File: src/rtl/lsd_pkg.sv
// Shared constants, field layout and types of the segment display data block.
package lsd_pkg;

  // Bus and array geometry.
  localparam int ADDR_W  = 5;
  localparam int DATA_W  = 8;
  localparam int NUM_BUF = 20;
  localparam int NUM_SEG = 40;
  localparam int NUM_COM = 4;
  localparam int CNT_W   = 19;

  // Register addresses, one byte register per address.
  localparam logic [ADDR_W-1:0] ADDR_BUF_FIRST = 5'h00;
  localparam logic [ADDR_W-1:0] ADDR_BUF_LAST  = 5'h13;
  localparam logic [ADDR_W-1:0] ADDR_DRV_EN    = 5'h14;
  localparam logic [ADDR_W-1:0] ADDR_CTRL_ONE  = 5'h15;
  localparam logic [ADDR_W-1:0] ADDR_CTRL_TWO  = 5'h16;
  localparam logic [ADDR_W-1:0] ADDR_STATUS    = 5'h17;

  // Field positions.
  localparam int DRV_EN_BIT    = 0;
  localparam int DISP_EN_BIT   = 7;
  localparam int DUTY_LSB      = 4;
  localparam int FREQ_LSB      = 0;
  localparam int CONN_LSB      = 4;
  localparam int HISEL_BIT     = 0;
  localparam int INT_BLEED_BIT = 7;
  localparam int ST_RUN_BIT    = 7;
  localparam int ST_SW_BIT     = 6;
  localparam int ST_SUPPLY_BIT = 5;

  // Reset values.
  localparam logic [DATA_W-1:0] DRV_EN_RST   = 8'h00;
  localparam logic [DATA_W-1:0] CTRL_ONE_RST = 8'h00;
  localparam logic [DATA_W-1:0] CTRL_TWO_RST = 8'h00;
  localparam logic [DATA_W-1:0] BUF_RST      = 8'h00;

  // Connection-time codes of the low bleeder.
  localparam logic [2:0] CONN_FIRST  = 3'h1;
  localparam logic [2:0] CONN_LAST   = 3'h5;
  localparam logic [2:0] CONN_ALWAYS = 3'h6;
  localparam logic [2:0] CONN_SHIFT0 = 3'h6;

  // Base frequency codes and divider exponents.
  localparam logic [3:0] FREQ_HI_MAX   = 4'h4;
  localparam logic [3:0] FREQ_LOW_A    = 4'h8;
  localparam logic [3:0] FREQ_LOW_B    = 4'h9;
  localparam int         EXP_HI_DEF    = 18;
  localparam int         EXP_LOW_A_DEF = 9;
  localparam int         EXP_LOW_B_DEF = 8;
  localparam logic [4:0] SLOT_SHIFT    = 5'h02;

  // Drive methods.
  typedef enum logic [2:0] {
    DUTY_QUARTER  = 3'h0,
    DUTY_THIRD_B3 = 3'h1,
    DUTY_THIRD_B2 = 3'h2,
    DUTY_HALF     = 3'h3,
    DUTY_STATIC   = 3'h4
  } lsd_duty_t;

  // Scan sequencer states, Gray coded along idle, load, run.
  typedef enum logic [1:0] {
    SC_IDLE = 2'b00,
    SC_LOAD = 2'b01,
    SC_RUN  = 2'b11
  } lsd_scan_t;

  // Number of common phases that a drive method scans.
  function automatic logic [2:0] lsd_phases(input logic [2:0] duty);
    case (duty)
      DUTY_THIRD_B3: lsd_phases = 3'h3;
      DUTY_THIRD_B2: lsd_phases = 3'h3;
      DUTY_HALF:     lsd_phases = 3'h2;
      DUTY_STATIC:   lsd_phases = 3'h1;
      default:       lsd_phases = 3'h4;
    endcase
  endfunction

endpackage

File: src/rtl/lsd_bleed_timer.sv
// Low bleeder switch timer driven from the common scan timebase.
`timescale 1ns/1ps
module lsd_bleed_timer
  import lsd_pkg::*;
(
  // Clock, reset and enable.
  input  wire logic             clk,
  input  wire logic             rst,
  input  wire logic             ce,
  // Scan timebase.
  input  wire logic             run,
  input  wire logic [CNT_W-1:0] pos,
  input  wire logic [CNT_W-1:0] plen,
  input  wire logic [2:0]       nph,
  // Setting and switch.
  input  wire logic [2:0]       code,
  output logic                  sw_on_reg
);

  logic [CNT_W+2:0] prod;
  logic [CNT_W-1:0] thr;
  logic [2:0]       shamt;
  logic             sw_on_next;

  // Each phase keeps the switch closed for its first part; the share of a phase
  // grows with the active phase count so the frame share follows both the code and that count.
  always_comb begin
    shamt      = CONN_SHIFT0 - code;
    prod       = (CNT_W+3)'(plen >> shamt) * (CNT_W+3)'(nph);
    thr        = prod[CNT_W+1:2];
    sw_on_next = 1'b0;
    if (run) begin
      if (code == CONN_ALWAYS) begin
        sw_on_next = 1'b1;
      end else if (code >= CONN_FIRST && code <= CONN_LAST) begin
        sw_on_next = (pos < thr);
      end
    end
  end

  // Closed means low and high resistances in parallel, open means high only.
  always_ff @(posedge clk or posedge rst) begin
    if (rst) begin
      sw_on_reg <= 1'b0;
    end else if (ce) begin
      sw_on_reg <= sw_on_next;
    end
  end

endmodule

File: src/rtl/lsd_core.sv
// Segment display data buffer, common scan and bleeder timing.
// Notes on behaviour
// - Low bleeder switch closes for a code-set share of each frame; 110 always.
// - Bleeder alternates between parallel low-high and high-only timing states.
// - High bleeder select bit: 1 picks the higher, 0 the lower resistance.
// - Only the timed switch puts the low resistance in parallel.
// - Twenty byte buffer registers, all readable and writable.
// - Hardware scans the buffer; rewritten bytes show on following scans.
// - A buffer bit of 1 lights its pixel, 0 leaves it dark.
// - Reset clears all twenty buffer registers.
// - Byte n low nibble feeds segment 2n, high nibble segment 2n+1.
// - Drive method sets used bits per nibble: four, three, two or one.
// - Unused buffer bits and bytes keep what software wrote.
// - Reset drives commons low and releases shared segment pins.
// - Reset gives shared bleeder pins their external bleeder function.
// - Reset clears the display enable bit, blanking the display.
// - Clearing the driver enable blanks; setting it again restores display.
`timescale 1ns/1ps
module lsd_core
  import lsd_pkg::*;
#(
  parameter int EXP_HI    = EXP_HI_DEF,
  parameter int EXP_LOW_A = EXP_LOW_A_DEF,
  parameter int EXP_LOW_B = EXP_LOW_B_DEF
) (
  // Clock, reset and clock enable.
  input  wire logic              clk,
  input  wire logic              rst,
  input  wire logic              ce,
  // Register port.
  input  wire logic [ADDR_W-1:0] addr,
  input  wire logic [DATA_W-1:0] wr_data,
  input  wire logic              wr_en,
  input  wire logic              rd_en,
  output logic      [DATA_W-1:0] rd_data_reg,
  // Pin function selection from the port block.
  input  wire logic [NUM_SEG-1:0] port_function_select,
  // Waveform generator side.
  output logic [NUM_COM-1:0]     common_phase_reg,
  output logic [NUM_SEG-1:0]     segment_out_reg,
  output logic [NUM_SEG-1:0]     seg_oe_n_reg,
  output logic [2:0]             drive_method_reg,
  output logic [1:0]             phase_idx_reg,
  output logic                   frame_start_reg,
  // Analog controls.
  output logic                   lcd_supply_pin_on_reg,
  output logic                   low_bleed_sw_reg,
  output logic                   high_bleed_select_reg,
  output logic                   ext_bleed_func_reg
);

  // Display data storage.
  logic [DATA_W-1:0] seg_buffer [NUM_BUF];

  // Control registers.
  logic [DATA_W-1:0] driver_enable_reg;
  logic [DATA_W-1:0] display_ctrl_one_reg;
  logic [DATA_W-1:0] display_ctrl_two_reg;

  // Scan state.
  lsd_scan_t         scan_reg;
  lsd_scan_t         scan_next;
  logic [CNT_W-1:0]  pos_reg;
  logic [1:0]        phase_reg;
  logic [NUM_SEG-1:0] seg_next;

  // Decoded settings.
  logic              driver_enable_bit;
  logic              display_enable_bit;
  logic              disp_active;
  logic [2:0]        duty;
  logic [3:0]        base_freq_select;
  logic [2:0]        low_bleed_conn_time;
  logic [2:0]        nph;
  logic [4:0]        base_exp;
  logic [CNT_W-1:0]  plen;
  logic              phase_end;
  logic              frame_end;
  logic              running;
  logic [DATA_W-1:0] status_val;

  // True when the address falls in the display buffer.
  function automatic logic is_buf(input logic [ADDR_W-1:0] a);
    is_buf = (a >= ADDR_BUF_FIRST) && (a <= ADDR_BUF_LAST);
  endfunction

  // Buffer index for a buffer address.
  function automatic logic [4:0] buf_idx(input logic [ADDR_W-1:0] a);
    buf_idx = 5'(a - ADDR_BUF_FIRST);
  endfunction

  // Divider exponent of the base frequency; reserved codes take the slowest rate.
  function automatic logic [4:0] exp_of(input logic [3:0] f);
    if (f <= FREQ_HI_MAX) begin
      exp_of = 5'(EXP_HI) - 5'(f);
    end else if (f == FREQ_LOW_A) begin
      exp_of = 5'(EXP_LOW_A);
    end else if (f == FREQ_LOW_B) begin
      exp_of = 5'(EXP_LOW_B);
    end else begin
      exp_of = 5'(EXP_HI);
    end
  endfunction

  // Field extraction from the control registers.
  assign driver_enable_bit   = driver_enable_reg[DRV_EN_BIT];
  assign display_enable_bit  = display_ctrl_one_reg[DISP_EN_BIT];
  assign duty                = display_ctrl_one_reg[DUTY_LSB +: 3];
  assign base_freq_select    = display_ctrl_one_reg[FREQ_LSB +: 4];
  assign low_bleed_conn_time = display_ctrl_two_reg[CONN_LSB +: 3];
  assign disp_active         = driver_enable_bit & display_enable_bit;

  // Phase length: a quarter base period per phase, a whole one when static.
  always_comb begin
    nph      = lsd_phases(duty);
    base_exp = exp_of(base_freq_select);
    if (duty == DUTY_STATIC) begin
      plen = CNT_W'(1) << base_exp;
    end else begin
      plen = CNT_W'(1) << (base_exp - SLOT_SHIFT);
    end
    phase_end = (pos_reg >= plen - CNT_W'(1));
    frame_end = phase_end && ({1'b0, phase_reg} >= nph - 3'h1);
    running   = (scan_reg == SC_RUN);
  end

  // Buffer writes; the scan never alters a byte, so spare bits hold user data.
  always_ff @(posedge clk or posedge rst) begin
    if (rst) begin
      for (int i = 0; i < NUM_BUF; i++) begin
        seg_buffer[i] <= BUF_RST;
      end
    end else if (ce && wr_en && is_buf(addr)) begin
      seg_buffer[buf_idx(addr)] <= wr_data;
    end
  end

  // Control register writes.
  always_ff @(posedge clk or posedge rst) begin
    if (rst) begin
      driver_enable_reg    <= DRV_EN_RST;
      display_ctrl_one_reg <= CTRL_ONE_RST;
      display_ctrl_two_reg <= CTRL_TWO_RST;
    end else if (ce && wr_en) begin
      case (addr)
        ADDR_DRV_EN:   driver_enable_reg    <= wr_data;
        ADDR_CTRL_ONE: display_ctrl_one_reg <= wr_data;
        ADDR_CTRL_TWO: display_ctrl_two_reg <= wr_data;
        default:       ;
      endcase
    end
  end

  // Status snapshot seen by software.
  always_comb begin
    status_val                = '0;
    status_val[ST_RUN_BIT]    = running;
    status_val[ST_SW_BIT]     = low_bleed_sw_reg;
    status_val[ST_SUPPLY_BIT] = lcd_supply_pin_on_reg;
    status_val[1:0]           = phase_reg;
  end

  // Read data stands in the cycle after the strobe only; unmapped reads give zero.
  always_ff @(posedge clk or posedge rst) begin
    if (rst) begin
      rd_data_reg <= '0;
    end else if (ce) begin
      if (!rd_en) begin
        rd_data_reg <= '0;
      end else if (is_buf(addr)) begin
        rd_data_reg <= seg_buffer[buf_idx(addr)];
      end else begin
        case (addr)
          ADDR_DRV_EN:   rd_data_reg <= driver_enable_reg;
          ADDR_CTRL_ONE: rd_data_reg <= display_ctrl_one_reg;
          ADDR_CTRL_TWO: rd_data_reg <= display_ctrl_two_reg;
          ADDR_STATUS:   rd_data_reg <= status_val;
          default:       rd_data_reg <= '0;
        endcase
      end
    end
  end

  // Scan sequencer: idle while blanked, one load cycle, then free running.
  always_comb begin
    case (scan_reg)
      SC_IDLE: scan_next = disp_active ? SC_LOAD : SC_IDLE;
      SC_LOAD: scan_next = disp_active ? SC_RUN : SC_IDLE;
      SC_RUN:  scan_next = disp_active ? SC_RUN : SC_IDLE;
      default: scan_next = SC_IDLE;
    endcase
  end

  // Sequencer state.
  always_ff @(posedge clk or posedge rst) begin
    if (rst) begin
      scan_reg <= SC_IDLE;
    end else if (ce) begin
      scan_reg <= scan_next;
    end
  end

  // Phase timebase; the position restarts at every phase and frame boundary.
  always_ff @(posedge clk or posedge rst) begin
    if (rst) begin
      pos_reg   <= '0;
      phase_reg <= 2'h0;
    end else if (ce) begin
      if (!running) begin
        pos_reg   <= '0;
        phase_reg <= 2'h0;
      end else if (frame_end) begin
        pos_reg   <= '0;
        phase_reg <= 2'h0;
      end else if (phase_end) begin
        pos_reg   <= '0;
        phase_reg <= phase_reg + 2'h1;
      end else begin
        pos_reg   <= pos_reg + CNT_W'(1);
      end
    end
  end

  // Segment data for the current phase, taken from both nibbles of every byte.
  generate
    for (genvar n = 0; n < NUM_BUF; n++) begin : g_seg
      assign seg_next[2*n]   = seg_buffer[n][phase_reg];
      assign seg_next[2*n+1] = seg_buffer[n][4 + phase_reg];
    end
  endgenerate

  // Waveform generator feed; after a drive method change mid-frame the current phase, even one above the new count, shows until it ends.
  always_ff @(posedge clk or posedge rst) begin
    if (rst) begin
      segment_out_reg  <= '0;
      common_phase_reg <= '0;
      phase_idx_reg    <= 2'h0;
      frame_start_reg  <= 1'b0;
    end else if (ce) begin
      if (running) begin
        segment_out_reg  <= seg_next;
        common_phase_reg <= NUM_COM'(1) << phase_reg;
        phase_idx_reg    <= phase_reg;
        frame_start_reg  <= (pos_reg == '0) && (phase_reg == 2'h0);
      end else begin
        segment_out_reg  <= '0;
        common_phase_reg <= '0;
        phase_idx_reg    <= 2'h0;
        frame_start_reg  <= 1'b0;
      end
    end
  end

  // Pin functions and analog switches.
  always_ff @(posedge clk or posedge rst) begin
    if (rst) begin
      seg_oe_n_reg          <= '1;
      ext_bleed_func_reg    <= 1'b1;
      high_bleed_select_reg <= 1'b0;
      lcd_supply_pin_on_reg <= 1'b0;
      drive_method_reg      <= DUTY_QUARTER;
    end else if (ce) begin
      seg_oe_n_reg          <= ~port_function_select;
      ext_bleed_func_reg    <= ~display_ctrl_two_reg[INT_BLEED_BIT];
      high_bleed_select_reg <= display_ctrl_two_reg[HISEL_BIT];
      lcd_supply_pin_on_reg <= disp_active;
      drive_method_reg      <= duty;
    end
  end

  // Low bleeder switch timed from the scan position.
  lsd_bleed_timer u_bleed (
    .clk       (clk),
    .rst       (rst),
    .ce        (ce),
    .run       (running),
    .pos       (pos_reg),
    .plen      (plen),
    .nph       (nph),
    .code      (low_bleed_conn_time),
    .sw_on_reg (low_bleed_sw_reg)
  );

endmodule

File: config.mk
export PLATFORM = sky130hd
export DESIGN_NAME = lsd_core
export DESIGN_NICKNAME = d
export VERILOG_FILES = /design/src/rtl/lsd_pkg.sv /design/src/rtl/lsd_bleed_timer.sv /design/src/rtl/lsd_core.sv
export SDC_FILE = /design/constraint.sdc
export NUM_CORES = 1
export LEC_CHECK = 0
export CAP_MARGIN = 20
export CELL_PAD_IN_SITES_DETAIL_PLACEMENT = 0
export CELL_PAD_IN_SITES_GLOBAL_PLACEMENT = 1
export CORE_MARGIN = 5
export CORE_UTILIZATION = 30
export CTS_CLUSTER_SIZE = 8
export DETAILED_ROUTE_END_ITERATION = 8
export DONT_BUFFER_PORTS = 1
export GPL_TIMING_DRIVEN = 0
export PLACE_DENSITY = 0.59
export SLEW_MARGIN = 30
export SYNTH_ARGS = -nofsm -noshare
export SYNTH_HDL_FRONTEND = slang
export SYNTH_SLANG_ARGS = --single-unit
File: constraint.sdc
create_clock -name clk -period 22.1 [get_ports clk]
set_input_delay 4.42 -clock clk [delete_from_list [all_inputs] [get_ports clk]]
set_output_delay 4.42 -clock clk [all_outputs]
set_load 0.005 [all_outputs]
Yosys cells after proc, flatten, opt, wreduce, memory -nomap -nowiden --
Cells that the tools add are included.
Word-level totals: bits in registers 309, logic and storage cells 206, output and inout bits 102
Cells by class: multiplexer cells 110, magnitude comparators 12, shift operators 4, bitwise logic cells 4, eq/ne operators 14, reductions and logical operators 16, multiply operators 1, add/subtract/negate cells 8
Operators with widths (number):
- 160-bit bitwise mux | 1
- 19-bit 2-to-1 mux | 4
- 1-bit binary-select mux with 3-bit select | 20
- 1-bit 2-to-1 mux | 45
- 1-bit binary-select mux with 2-bit select | 20
- 8-bit binary-select mux with 5-bit select | 1
- 8-bit demux with 5-bit select | 1
- 40-bit 2-to-1 mux | 1
- 8-bit 2-to-1 mux | 5
- 40-bit NOT | 1
- 1-bit by 5-bit left shift with 19-bit output (first input constant) | 2
- 8-bit case mux with 4 select lines | 1
- 22-bit by 3-bit multiplier with 21-bit output | 1
- 19-bit by 3-bit right shift with 22-bit output | 1
- 5-bit equality test (second input constant) | 4
- 19-bit by 1-bit adder with 19-bit output (second input constant) | 1
- 19-bit greater-or-equal comparator | 1
- 19-bit logical NOT | 1
- 19-bit less-than comparator | 1
- 19-bit by 1-bit subtractor with 19-bit output (second input constant) | 1
- 5-bit 2-to-1 mux | 3
- 2-bit 2-to-1 mux | 5
- 3-bit case mux with 3 select lines | 1
- 4-bit equality test (second input constant) | 2
- other kinds (32) | 45

Logic depth before layout (Yosys ltp) --
Gate-level depths: netlist of the first run.
word-level depth 13, gate-level depth with buffers 33, mapped depth without buffers 31

By module --
Synthesis of the first run repeated with hierarchy kept, for this count alone.
Second synthesis, totals: cell total of the unflattened synthesis 1710, area, all modules 18904.4 um^2
By module, submodules not included:
- lsd_core | times used 1, sequential area each 7758.7 um^2, cells an instance 1291, area an instance 15925.3 um^2
- lsd_bleed_timer | times used 1, sequential area each 25.0 um^2, cells an instance 419, area an instance 2979.1 um^2

Worst setup path before layout of the first run --
OpenSTA, ideal clock, no wires.
path kind input -> register, from input addr[0], to register rd_data_reg[7], setup slack 15.666 ns, setup time 0.133 ns, arrival 6.301 ns, cell stages on the path 7, cell sequence buf_4 > buf_2 > buf_2 > mux4_2 > mux4_2 > o2111ai_1 > o21ai_0
On the way: word-level cells in the longest chain between the ends 6
RTL lines:
- start: declaration | line lsd_core.sv:31 | input wire logic [ADDR_W-1:0] addr,
- 5-bit NOT with 6-bit output (not written as such) | line lsd_core.sv:171 | rd_data_reg <= seg_buffer[buf_idx(addr)];
- 8-bit binary-select mux with 5-bit select | line lsd_core.sv:171
- 8-bit 2-to-1 mux (not written as such) (2 in a row) | line lsd_core.sv:171
- 8-bit 2-to-1 mux (*) | line lsd_core.sv:170 | end else if (is_buf(addr)) begin
- 8-bit 2-to-1 mux (*) | line lsd_core.sv:168 | if (!rd_en) begin
- end signal: assignment | line lsd_core.sv:171
- end signal: assignment | line lsd_core.sv:174 | ADDR_DRV_EN: rd_data_reg <= driver_enable_reg;
- end signal: assignment | line lsd_core.sv:175 | ADDR_CTRL_ONE: rd_data_reg <= display_ctrl_one_reg;
- end: declaration | line lsd_core.sv:35 | output logic [DATA_W-1:0] rd_data_reg,
Every way passes the cells marked *; elsewhere a longest branch is shown, timed or not. The select of a mux whose other input is x is not followed. A chain may end at the register's enable or synchronous reset.

Final worst setup path of the first run --
from register display_ctrl_one_reg[0], to register u_bleed.sw_on_reg
On the way: word-level cells in the longest chain between the ends 13
RTL lines:
- start: declaration | line lsd_core.sv:57 | logic [DATA_W-1:0] display_ctrl_one_reg;
- start signal: assignment | line lsd_core.sv:147 | ADDR_CTRL_ONE: display_ctrl_one_reg <= wr_data;
- branches (longest 3 deep; another with 5-bit by 4-bit subtractor with 5-bit output)
- 5-bit 2-to-1 mux (*) | line lsd_core.sv:94 | if (f <= FREQ_HI_MAX) begin
- 5-bit by 2-bit subtractor with 5-bit output | line lsd_core.sv:120 | plen = CNT_W'(1) << (base_exp - SLOT_SHIFT);
- 1-bit by 5-bit left shift with 19-bit output | line lsd_core.sv:120
- 19-bit 2-to-1 mux (*) | line lsd_core.sv:117 | if (duty == DUTY_STATIC) begin
- 19-bit by 3-bit right shift with 22-bit output (*) | line lsd_bleed_timer.sv:29 | prod = (CNT_W+3)'(plen >> shamt) * (CNT_W+3)'(nph);
- 22-bit by 3-bit multiplier with 21-bit output (*) | line lsd_bleed_timer.sv:29
- 19-bit less-than comparator (*) | line lsd_bleed_timer.sv:36 | sw_on_next = (pos < thr);
- 1-bit 2-to-1 mux (*) | line lsd_bleed_timer.sv:35 | end else if (code >= CONN_FIRST && code <= CONN_LAST) begin
- 1-bit 2-to-1 mux (*) | line lsd_bleed_timer.sv:33 | if (code == CONN_ALWAYS) begin
- 1-bit 2-to-1 mux (*) | line lsd_bleed_timer.sv:32 | if (run) begin
- end signal: assignment | line lsd_bleed_timer.sv:46 | sw_on_reg <= sw_on_next;
- end: declaration | line lsd_bleed_timer.sv:17 | output logic sw_on_reg
Mark *: on every way between the ends.

==> metrics.txt, run 1 <==
outcome complete, no violations; final setup vio count 0; flip-flop count of the largest register, all copies and words added 160; Area growth syn-to-layout 12.9%; Detailed Place HPWL roughly 44000 um; met3 routing resource usage after global routing 0.0306; Clock Pin Slew Worst Setup and Hold Paths 0.05 ns; kind of end point of the critical path flop; maximum single-stage delay on the critical path about 0.7 ns; max-slew violation count 0; clock insertion delay at the later pin of the skew report slightly below 0.6 ns; family of cells with the greatest summed delay on the critical path compound AO/OA/AOI/OAI gates; Hold-fix buffers, CTS 0; destination of the worst register-to-register timing path u_bleed.sw_on_reg; number of ports placed on the die boundary 160; number of synthesized register bits just over 300; count of synthesis-stage warnings from yosys 0; Die Area 0.0665 sq mm; number of DRC markers in iteration 0 1220; Std-Cell Core Area between 0.06 and 0.07 sq mm; destination of the worst hold path seg_oe_n_reg[24]; share of cells above drive strength 1 0.236; power density cells roughly 90 mW/mm^2; drc violations 0; max-capacitance violation count 0; WP data arrival 8.62 ns; final weighted congestion in routability-driven placement ~0.84; Avg Inst Size Synth about 11 sq um; worst clock skew on the final layout between 0.02 and 0.03 ns; proportion of synthesized chip area in sequential cells 0.422; worst slew margin relative to its limit 0.283; CTS H-tree lvls 2; Final Hold Fails 0; post-route fraction of the period consumed by the critical path 0.368; critical-path cell with the highest stage delay sky130_fd_sc_hd__o32ai_1; first-pass GRT wire length between 80000 and 90000 um; CP Buf/Inv Count 5; maximum number of pins on one net before global-route repair 90; die width around 260 um; met1 Usage GRT 0.242; Highest Clock Rate between 0.1 and 0.15 GHz; number of global-route vias before repair 13588; clock tree from TritonCTS done; number of iterations in the first detailed-routing pass 5; detailed-route wire length 59300 um; number of CTS-inserted buffers between 40 and 50; busiest metal layer after global routing met2; effective utilization at floorplan 0.304; EDFF count, synth 0; mean number of vias per cell approximately 5.3; IR drop worst, VDD just over 0.00005 V; min cycle time layout around 8.1 ns; number of antenna violations at the first check in global routing 1; worst min path class reg2reg; master cell of the clock root buffer sky130_fd_sc_hd__clkbuf_16; number of nets in the layout roughly 1900; WP data required ~23 ns; register-to-register setup slack 13.97 ns; sinks on the clock net about 300; Std-Cell Rows 90; Antenna Violating Nets Remaining 0; Fin Setup TNS 0 ns; number of gates resized after cts 0; slew at the pin closest to its max-slew limit 1.08 ns; Post-Synthesis Cells approximately 1700; peak fanout along the critical path 10; total cell area at the placement stage 0.0195 sq mm; async set-or-reset flop fraction in the synthesized netlist 1.00; global-route met2 utilization 0.291; Setup crit start kind flop; Post-CTS Repair Setup Buffers 0; LEAKAGE between 0.009 and 0.01 uW; total vias in the final route between 10000 and 15000; detail-routed net length per standard cell 23.7 um; launch point of the worst reg-to-reg path display_ctrl_one_reg[0]; CP Class reg2reg; overall global routing resource usage 0.175; Die Y-Extent approximately 260 um; clock buffer depth 3; number of cells traversed by the worst hold path 2; RSZ-0062 raised after global routing false; number of buffers added on ports 0; unique cell type count in the Yosys netlist between 70 and 80; total congestion overflow after global routing 0; mapped cell area roughly 0.018 sq mm; Post-Layout Inst Area 0.0208 sq mm; hold path startpoint seg_oe_n_reg[24]; worst-case reg-to-reg path depth 30; flip-flop cell with the highest count after synthesis sky130_fd_sc_hd__dfrtp_1
## cell usage after synthesis, types with 18 or more instances
cell                       number  area [sq um]
sky130_fd_sc_hd__clkbuf_1      65           244
sky130_fd_sc_hd__o21ai_0       96           480
sky130_fd_sc_hd__mux2_2       186          2090
sky130_fd_sc_hd__mux4_2        85          1910
sky130_fd_sc_hd__dfrtp_1      268          6710
sky130_fd_sc_hd__ha_1          73           913
sky130_fd_sc_hd__dfstp_2       41          1080
sky130_fd_sc_hd__nand3_1       41           205
sky130_fd_sc_hd__fa_1          18           360
sky130_fd_sc_hd__nor2_1        74           278
sky130_fd_sc_hd__a21oi_1       36           180
sky130_fd_sc_hd__a21o_1        19           143
sky130_fd_sc_hd__nor3_1        19          95.1
sky130_fd_sc_hd__inv_1        156           586
sky130_fd_sc_hd__xor2_1        22           193
sky130_fd_sc_hd__nand2_1      137           514
sky130_fd_sc_hd__mux2i_1       56           561
## layout make-up
class	count	area [sq um]
fill	6053	39800
sequential	309	7780
buffer	96	407
tap	782	978
antenna	1	2.50
inverter	157	597
clock buffer	58	1180
multi-input combinational	1091	9670
clock inverter	5	104
timing repair buffer	3	82.6
## tightest hold or removal path, cell delays in order, from the launching register on
cell	delay, ns
sky130_fd_sc_hd__dfstp_2	0.37
sky130_fd_sc_hd__inv_1	0.04
sky130_fd_sc_hd__mux2i_1	0.05
## cell families (layout without fill, tap and decap cells)
logic type      Yosys count  count (layout)  synth area share
flops                   309             309             0.422
xor+xnor                 39              39            0.0193
buf+inv                 253             319            0.0536
mux                     327             327             0.248
simple gates            371             371            0.0961
fa+ha+maj                91              91            0.0691
other cells               1               3          0.000203
compound gates          261             261            0.0914
## cell usage in the layout (no fill, tap or decap), drive strengths merged, types with 11 or more instances in the layout
| cell | instances |
|---|---|
| a21o | 19 |
| a21oi | 36 |
| buf | 31 |
| clkbuf | 126 |
| dfrtp | 268 |
| dfstp | 41 |
| fa | 18 |
| ha | 73 |
| inv | 157 |
| mux2 | 186 |
| mux2i | 56 |
| mux4 | 85 |
| nand2 | 137 |
| nand2b | 13 |
| nand3 | 41 |
| nand4 | 13 |
| nor2 | 74 |
| nor2b | 16 |
| nor3 | 20 |
| nor4 | 11 |
| o211ai | 16 |
| o21ai | 102 |
| o22ai | 11 |
| xnor2 | 16 |
| xor2 | 22 |
## metrics by stage
stage                     worst slack [ns]   util  std cells  total power, uW  hold WS [ns]
after floorplan                       9.20      -       1653             1060         0.405
after global placement                5.46  0.320       2435             1220         0.444
after detailed placement             14.06  0.322       2438             1230         0.453
after CTS                            14.02  0.343       2501             1890         0.466
after global routing                 13.30  0.343       2501             1980         0.475
final                                13.97  0.343       2502             1860         0.475
## metal layers
layer	share of wire	routed length, um	up-vias
met2	0.49	28800	390
li1	-	-	6005
met5	0	0	-
met1	0.44	26100	6854
met3	0.052	3070	78
met4	0.023	1340	0
## worst max path at each step
stage | depth (start not counted) | from | end | slack, ns
2_1_floorplan | 1 | rst | common_phase_reg[0] | 9.20
3_3_place_gp | 1 | rst | segment_out_reg[35] | 5.46
3_5_place_dp | 30 | display_ctrl_one_reg[0] | u_bleed.sw_on_reg | 14.06
4_1_cts | 30 | display_ctrl_one_reg[0] | u_bleed.sw_on_reg | 14.02
5_1_grt | 30 | display_ctrl_one_reg[0] | u_bleed.sw_on_reg | 13.30
6_report | 30 | display_ctrl_one_reg[0] | u_bleed.sw_on_reg | 13.97
## power breakdown
group	switching (uW)	internal (uW)
combinational	329	212
clock	260	384
sequential	49.0	629
total	638	1230
(Power assumes the default switching activity.)
==> run 2: changes to the inputs <==
Settings changed: PLACE_DENSITY 0.59 to 0.61.
Clock period 22.1 ns to 6.9 ns, I/O delays scaled along.
==> metrics.txt, run 2 (synthesis results as in run 1) <==
min cycle time layout approximately 6.7 ns; slew at the pin closest to its max-slew limit a little over 1 ns; WP data required roughly 7.4 ns; die width around 260 um; max-slew violation count 0; outcome complete, no violations; detailed-route wire length just under 60000 um; number of ports placed on the die boundary 160; share of cells above drive strength 1 0.265; clock tree from TritonCTS done; number of global-route vias before repair 13801; Std-Cell Core Area between 0.06 and 0.07 sq mm; Area growth syn-to-layout 15.3%; critical-path cell with the highest stage delay sky130_fd_sc_hd__fa_1; family of cells with the greatest summed delay on the critical path compound AO/OA/AOI/OAI gates; antenna diode count 0; Sequential Power Share 0.357; sinks on the clock net between 300 and 400; number of CTS-inserted buffers 45; switching power total around 2100 uW; multi-input logic area 0.00986 sq mm; switch share 0.347; post-route fraction of the period consumed by the critical path 0.970; final setup vio count 0; max-capacitance violation count 0; CP Class reg2reg; Combinational Power Share 0.301; first-pass GRT wire length ~90000 um; DP Worst Slack -1.04 ns; clock buffer depth 3; number of iterations in the first detailed-routing pass 5; WP data arrival 7.18 ns; flip-flop count of the largest register, all copies and words added 160; Hold-fix buffers, CTS 0; worst min path class reg2reg; Post-Layout Inst Area 0.0213 sq mm; CTS H-tree lvls 2; Clock Pin Slew Worst Setup and Hold Paths ~0.050 ns; number of antenna violations at the first check in global routing 0; number of buffers added on ports 0; drc violations 0; mean number of vias per cell approximately 5.3; overall global routing resource usage 0.173; power density cells between 200 and 300 mW/mm^2; total congestion overflow after global routing 0; Final Hold Fails 0; LEAKAGE 0.00939 uW; Detailed Place HPWL 44000 um; min setup slack post-route ~0.21 ns; CP Buf/Inv Count 5; detail-routed net length per standard cell between 20 and 25 um; Die Y-Extent 258 um; Setup crit start kind flop; part of the power in the clock network 0.341; maximum single-stage delay on the critical path about 0.56 ns; effective utilization at floorplan 0.304; kind of end point of the critical path flop; register area a little under 0.008 sq mm; total cell area at the placement stage roughly 0.020 sq mm; worst clock skew on the final layout around 0.035 ns; maximum number of pins on one net before global-route repair 33; number of DRC markers in iteration 0 889; Highest Clock Rate between 0.1 and 0.15 GHz; total vias in the final route 13329; Die Area around 0.066 sq mm; most frequent cells in the layout sky130_fd_sc_hd__dfrtp_1, sky130_fd_sc_hd__mux2_2, sky130_fd_sc_hd__inv_1; Finished Core Util 0.351; final weighted congestion in routability-driven placement between 0.8 and 0.9; Pwr Total 6070 uW; worst slew margin relative to its limit 0.307; clock insertion delay at the later pin of the skew report 0.59 ns; Cell Int Power between 3000 and 4000 uW; Std-Cell Rows 90; fill cell count roughly 6000; Antenna Violating Nets Remaining 0; number of nets in the layout ~1900; master cell of the clock root buffer sky130_fd_sc_hd__clkbuf_16; commonest non-fill, non-tap cell in the layout sky130_fd_sc_hd__dfrtp_1; peak fanout along the critical path 6; IR drop worst, VDD slightly above 0.0002 V
## run 2: cell types whose count changed in the layout (fill, tap and decap cells not counted), sizes merged
cell,previous run,this run
diode,1,0
inv,157,156
bufinv,1,0
clkbuf,126,127
clkinvlp,0,3
buf,31,49
clkinv,4,2
## run 2: path summary, 6_finish.rpt
kind,cells after the start,slack (ns),startpoint,end
max in group asynchronous,6,4.70,rst,seg_oe_n_reg[29]
worst max-delay path,30,0.21,display_ctrl_one_reg[0],u_bleed.sw_on_reg
min in group asynchronous,1,0.71,rst,segment_out_reg[20]
worst max register to register,30,0.21,display_ctrl_one_reg[0],u_bleed.sw_on_reg
worst min-delay path,1,0.46,display_ctrl_two_reg[7],ext_bleed_func_reg
worst min register to register,1,0.46,display_ctrl_two_reg[7],ext_bleed_func_reg
## run 2: repair_timing
item	CTS	global route
gates resized for setup	28	26
pin swaps	5	12
buffers inserted	6	3
endpoints found under the setup margin	1	1
## run 2: final cells by class
type,count,area share
Clock inverter,4,0.00412
Buffer,96,0.0194
Timing Repair Buffer,21,0.0155
Inverter,157,0.0281
Multi-Input combinational cell,1091,0.464
Clock buffer,59,0.0569
Tap cell,782,0.0460
Sequential cell,309,0.366
## run 2: power by group through the flow
stage          combinational (uW)  clock, uW  sequential (uW)
2_1_floorplan                1260          0             2130
3_3_place_gp                 1710          0             2190
6_report                     1830       2070             2170
5_1_grt                      2020       2200             2190
4_1_cts                      1800       2130             2170
3_5_place_dp                 1740          0             2200
## run 2: metrics by stage
| stage | TNS [ns] | hold WS, ns | std cells |
|---|---|---|---|
| after global routing | -0.0648 | 0.480 | 2519 |
| after detailed placement | -1.04 | 0.471 | 2447 |
| after floorplan | 0 | 0.405 | 1653 |
| final | 0 | 0.463 | 2519 |
| after CTS | 0 | 0.463 | 2516 |
| after global placement | -94.50 | 0.452 | 2435 |
## run 2: metal layers
metal / share of wire / GRT usage / vias up
met3: 0.059 / 0.0391 / 94
met5: 0 / 0 / -
li1: - / - / 6027
met1: 0.42 / 0.225 / 6845
met2: 0.49 / 0.291 / 363
met4: 0.031 / 0.0521 / 0
==> run 3: changes to the inputs <==
Settings changed: PLACE_DENSITY 0.61 to 0.59.
Clock period 6.9 ns to 8.5 ns, I/O delays scaled along.
==> metrics.txt, run 3 (synthesis results as in run 1) <==
switch share 0.344; Antenna Violating Nets Remaining 0; Clock Pin Slew Worst Setup and Hold Paths 0.06 ns; outcome complete, no violations; Cell Int Power 3190 uW; slew at the pin closest to its max-slew limit roughly 1 ns; worst-case reg-to-reg path depth 30; overall global routing resource usage 0.174; clock insertion delay at the later pin of the skew report about 0.59 ns; CTS H-tree lvls 2; family of cells with the greatest summed delay on the critical path compound AO/OA/AOI/OAI gates; switching power total about 1700 uW; number of iterations in the first detailed-routing pass 5; peak fanout along the critical path 10; clock buffer depth 3; share of cells above drive strength 1 0.241; Combinational Power Share 0.293; number of buffers added on ports 0; detailed-route wire length ~59000 um; detail-routed net length per standard cell around 24 um; antenna diode count 0; kind of end point of the critical path flop; master cell of the clock root buffer sky130_fd_sc_hd__clkbuf_16; min cycle time layout slightly below 8 ns; Std-Cell Core Area roughly 0.06 sq mm; register-to-register setup slack between 0.6 and 0.7 ns; critical-path cell with the highest stage delay sky130_fd_sc_hd__a311oi_1; number of CTS-inserted buffers between 40 and 50; first-pass GRT wire length about 90000 um; destination of the worst register-to-register timing path u_bleed.sw_on_reg; RSZ-0062 raised after global routing false; worst min path class reg2reg; clock tree from TritonCTS done; number of nets in the layout ~1900; final weighted congestion in routability-driven placement about 0.84; number of cells traversed by the worst hold path 2; Post-CTS Repair Setup Buffers 0; Highest Clock Rate between 0.1 and 0.15 GHz; sinks on the clock net approximately 300; destination of the worst hold path seg_oe_n_reg[30]; part of the power in the clock network 0.345; mean number of vias per cell around 5.3; dominant cell type by count on the critical path sky130_fd_sc_hd__o21ai_0; CP Class reg2reg; Detailed Place HPWL around 45000 um; max-capacitance violation count 0; worst slew margin relative to its limit 0.316; Sequential Power Share 0.362; Die Y-Extent 258 um; LEAKAGE 0.00934 uW; power density cells ~230 mW/mm^2; Die Area roughly 0.066 sq mm; WP data arrival ~8 ns; number of antenna violations at the first check in global routing 1; most frequent cells in the layout sky130_fd_sc_hd__dfrtp_1, sky130_fd_sc_hd__mux2_2, sky130_fd_sc_hd__inv_1; Std-Cell Rows 90; launch point of the worst reg-to-reg path display_ctrl_one_reg[0]; final setup vio count 0; commonest non-fill, non-tap cell in the layout sky130_fd_sc_hd__dfrtp_1; number of ports placed on the die boundary 160; fill cell count between 6000 and 7000; DP Worst Slack ~0.59 ns; worst clock skew on the final layout ~0.045 ns; flip-flop count of the largest register, all copies and words added 160; number of global-route vias before repair about 14000; Finished Core Util 0.347; WP data required a little under 9 ns; maximum number of pins on one net before global-route repair 31; effective utilization at floorplan 0.304; drc violations 0; min setup slack post-route a little under 0.7 ns; die width between 200 and 300 um; maximum single-stage delay on the critical path about 0.54 ns; number of DRC markers in iteration 0 between 1000 and 1500; hold path startpoint seg_oe_n_reg[30]; CP Buf/Inv Count 3; total congestion overflow after global routing 0; Fin Setup TNS 0 ns; Setup crit start kind flop; Area growth syn-to-layout 14.0%; IR drop worst, VDD about 0.00013 V; Final Hold Fails 0; total vias in the final route ~13000; post-route fraction of the period consumed by the critical path 0.919; max-slew violation count 0
[run 3: layout make-up]
| class | instances | area, sq um | share of cell area |
|---|---|---|---|
| Buffer | 96 | 405 | 0.0193 |
| Clock buffer | 56 | 1180 | 0.0560 |
| Clock inverter | 5 | 93.8 | 0.00447 |
| Inverter | 157 | 593 | 0.0282 |
| Multi-Input combinational cell | 1091 | 9670 | 0.460 |
| Sequential cell | 309 | 7780 | 0.370 |
| Tap cell | 782 | 978 | 0.0466 |
| Timing Repair Buffer | 14 | 305 | 0.0145 |
[run 3: metal layers]
layer | part of all wire | GRT usage | vias up
li1 | - | - | 6032
met1 | 0.45 | 0.239 | 6829
met2 | 0.48 | 0.289 | 330
met3 | 0.050 | 0.0311 | 74
met4 | 0.023 | 0.0429 | 0
met5 | 0 | 0 | -
[run 3: how the worst max path moves through the flow]
stage | from | end | cells past startpoint
CTS | display_ctrl_one_reg[0] | u_bleed.sw_on_reg | 30
global placement | display_ctrl_one_reg[0] | u_bleed.sw_on_reg | 30
detailed placement | display_ctrl_one_reg[0] | u_bleed.sw_on_reg | 30
global route | display_ctrl_one_reg[0] | u_bleed.sw_on_reg | 30
floorplan | display_ctrl_one_reg[0] | u_bleed.sw_on_reg | 30
finish | display_ctrl_one_reg[0] | u_bleed.sw_on_reg | 30
[run 3: metrics by stage]
stage	total power, uW	hold slack (ns)	instances	instance area [sq um]
after CTS	4910	0.479	2510	21000
final	4860	0.476	2510	21000
after global placement	3170	0.458	2435	19400
after floorplan	2750	0.405	1653	18400
after global routing	5140	0.495	2510	21000
after detailed placement	3200	0.469	2449	19700
[run 3: power groups by stage]
stage | clock, uW | sequential, uW | combinational, uW
6_report | 1680 | 1760 | 1420
5_1_grt | 1780 | 1780 | 1580
4_1_cts | 1730 | 1760 | 1430
3_5_place_dp | 0 | 1780 | 1420
3_3_place_gp | 0 | 1780 | 1390
2_1_floorplan | 0 | 1730 | 1020
[run 3: repair_timing]
action,CTS,global route
endpoints found under the setup margin,0,1
hold buffers,0,0
resized for setup,0,1
[run 3: worst min-delay path: stages, from the launching register on]
cell,delay (ns)
sky130_fd_sc_hd__dfstp_2,0.38
sky130_fd_sc_hd__inv_1,0.04
sky130_fd_sc_hd__mux2i_1,0.05
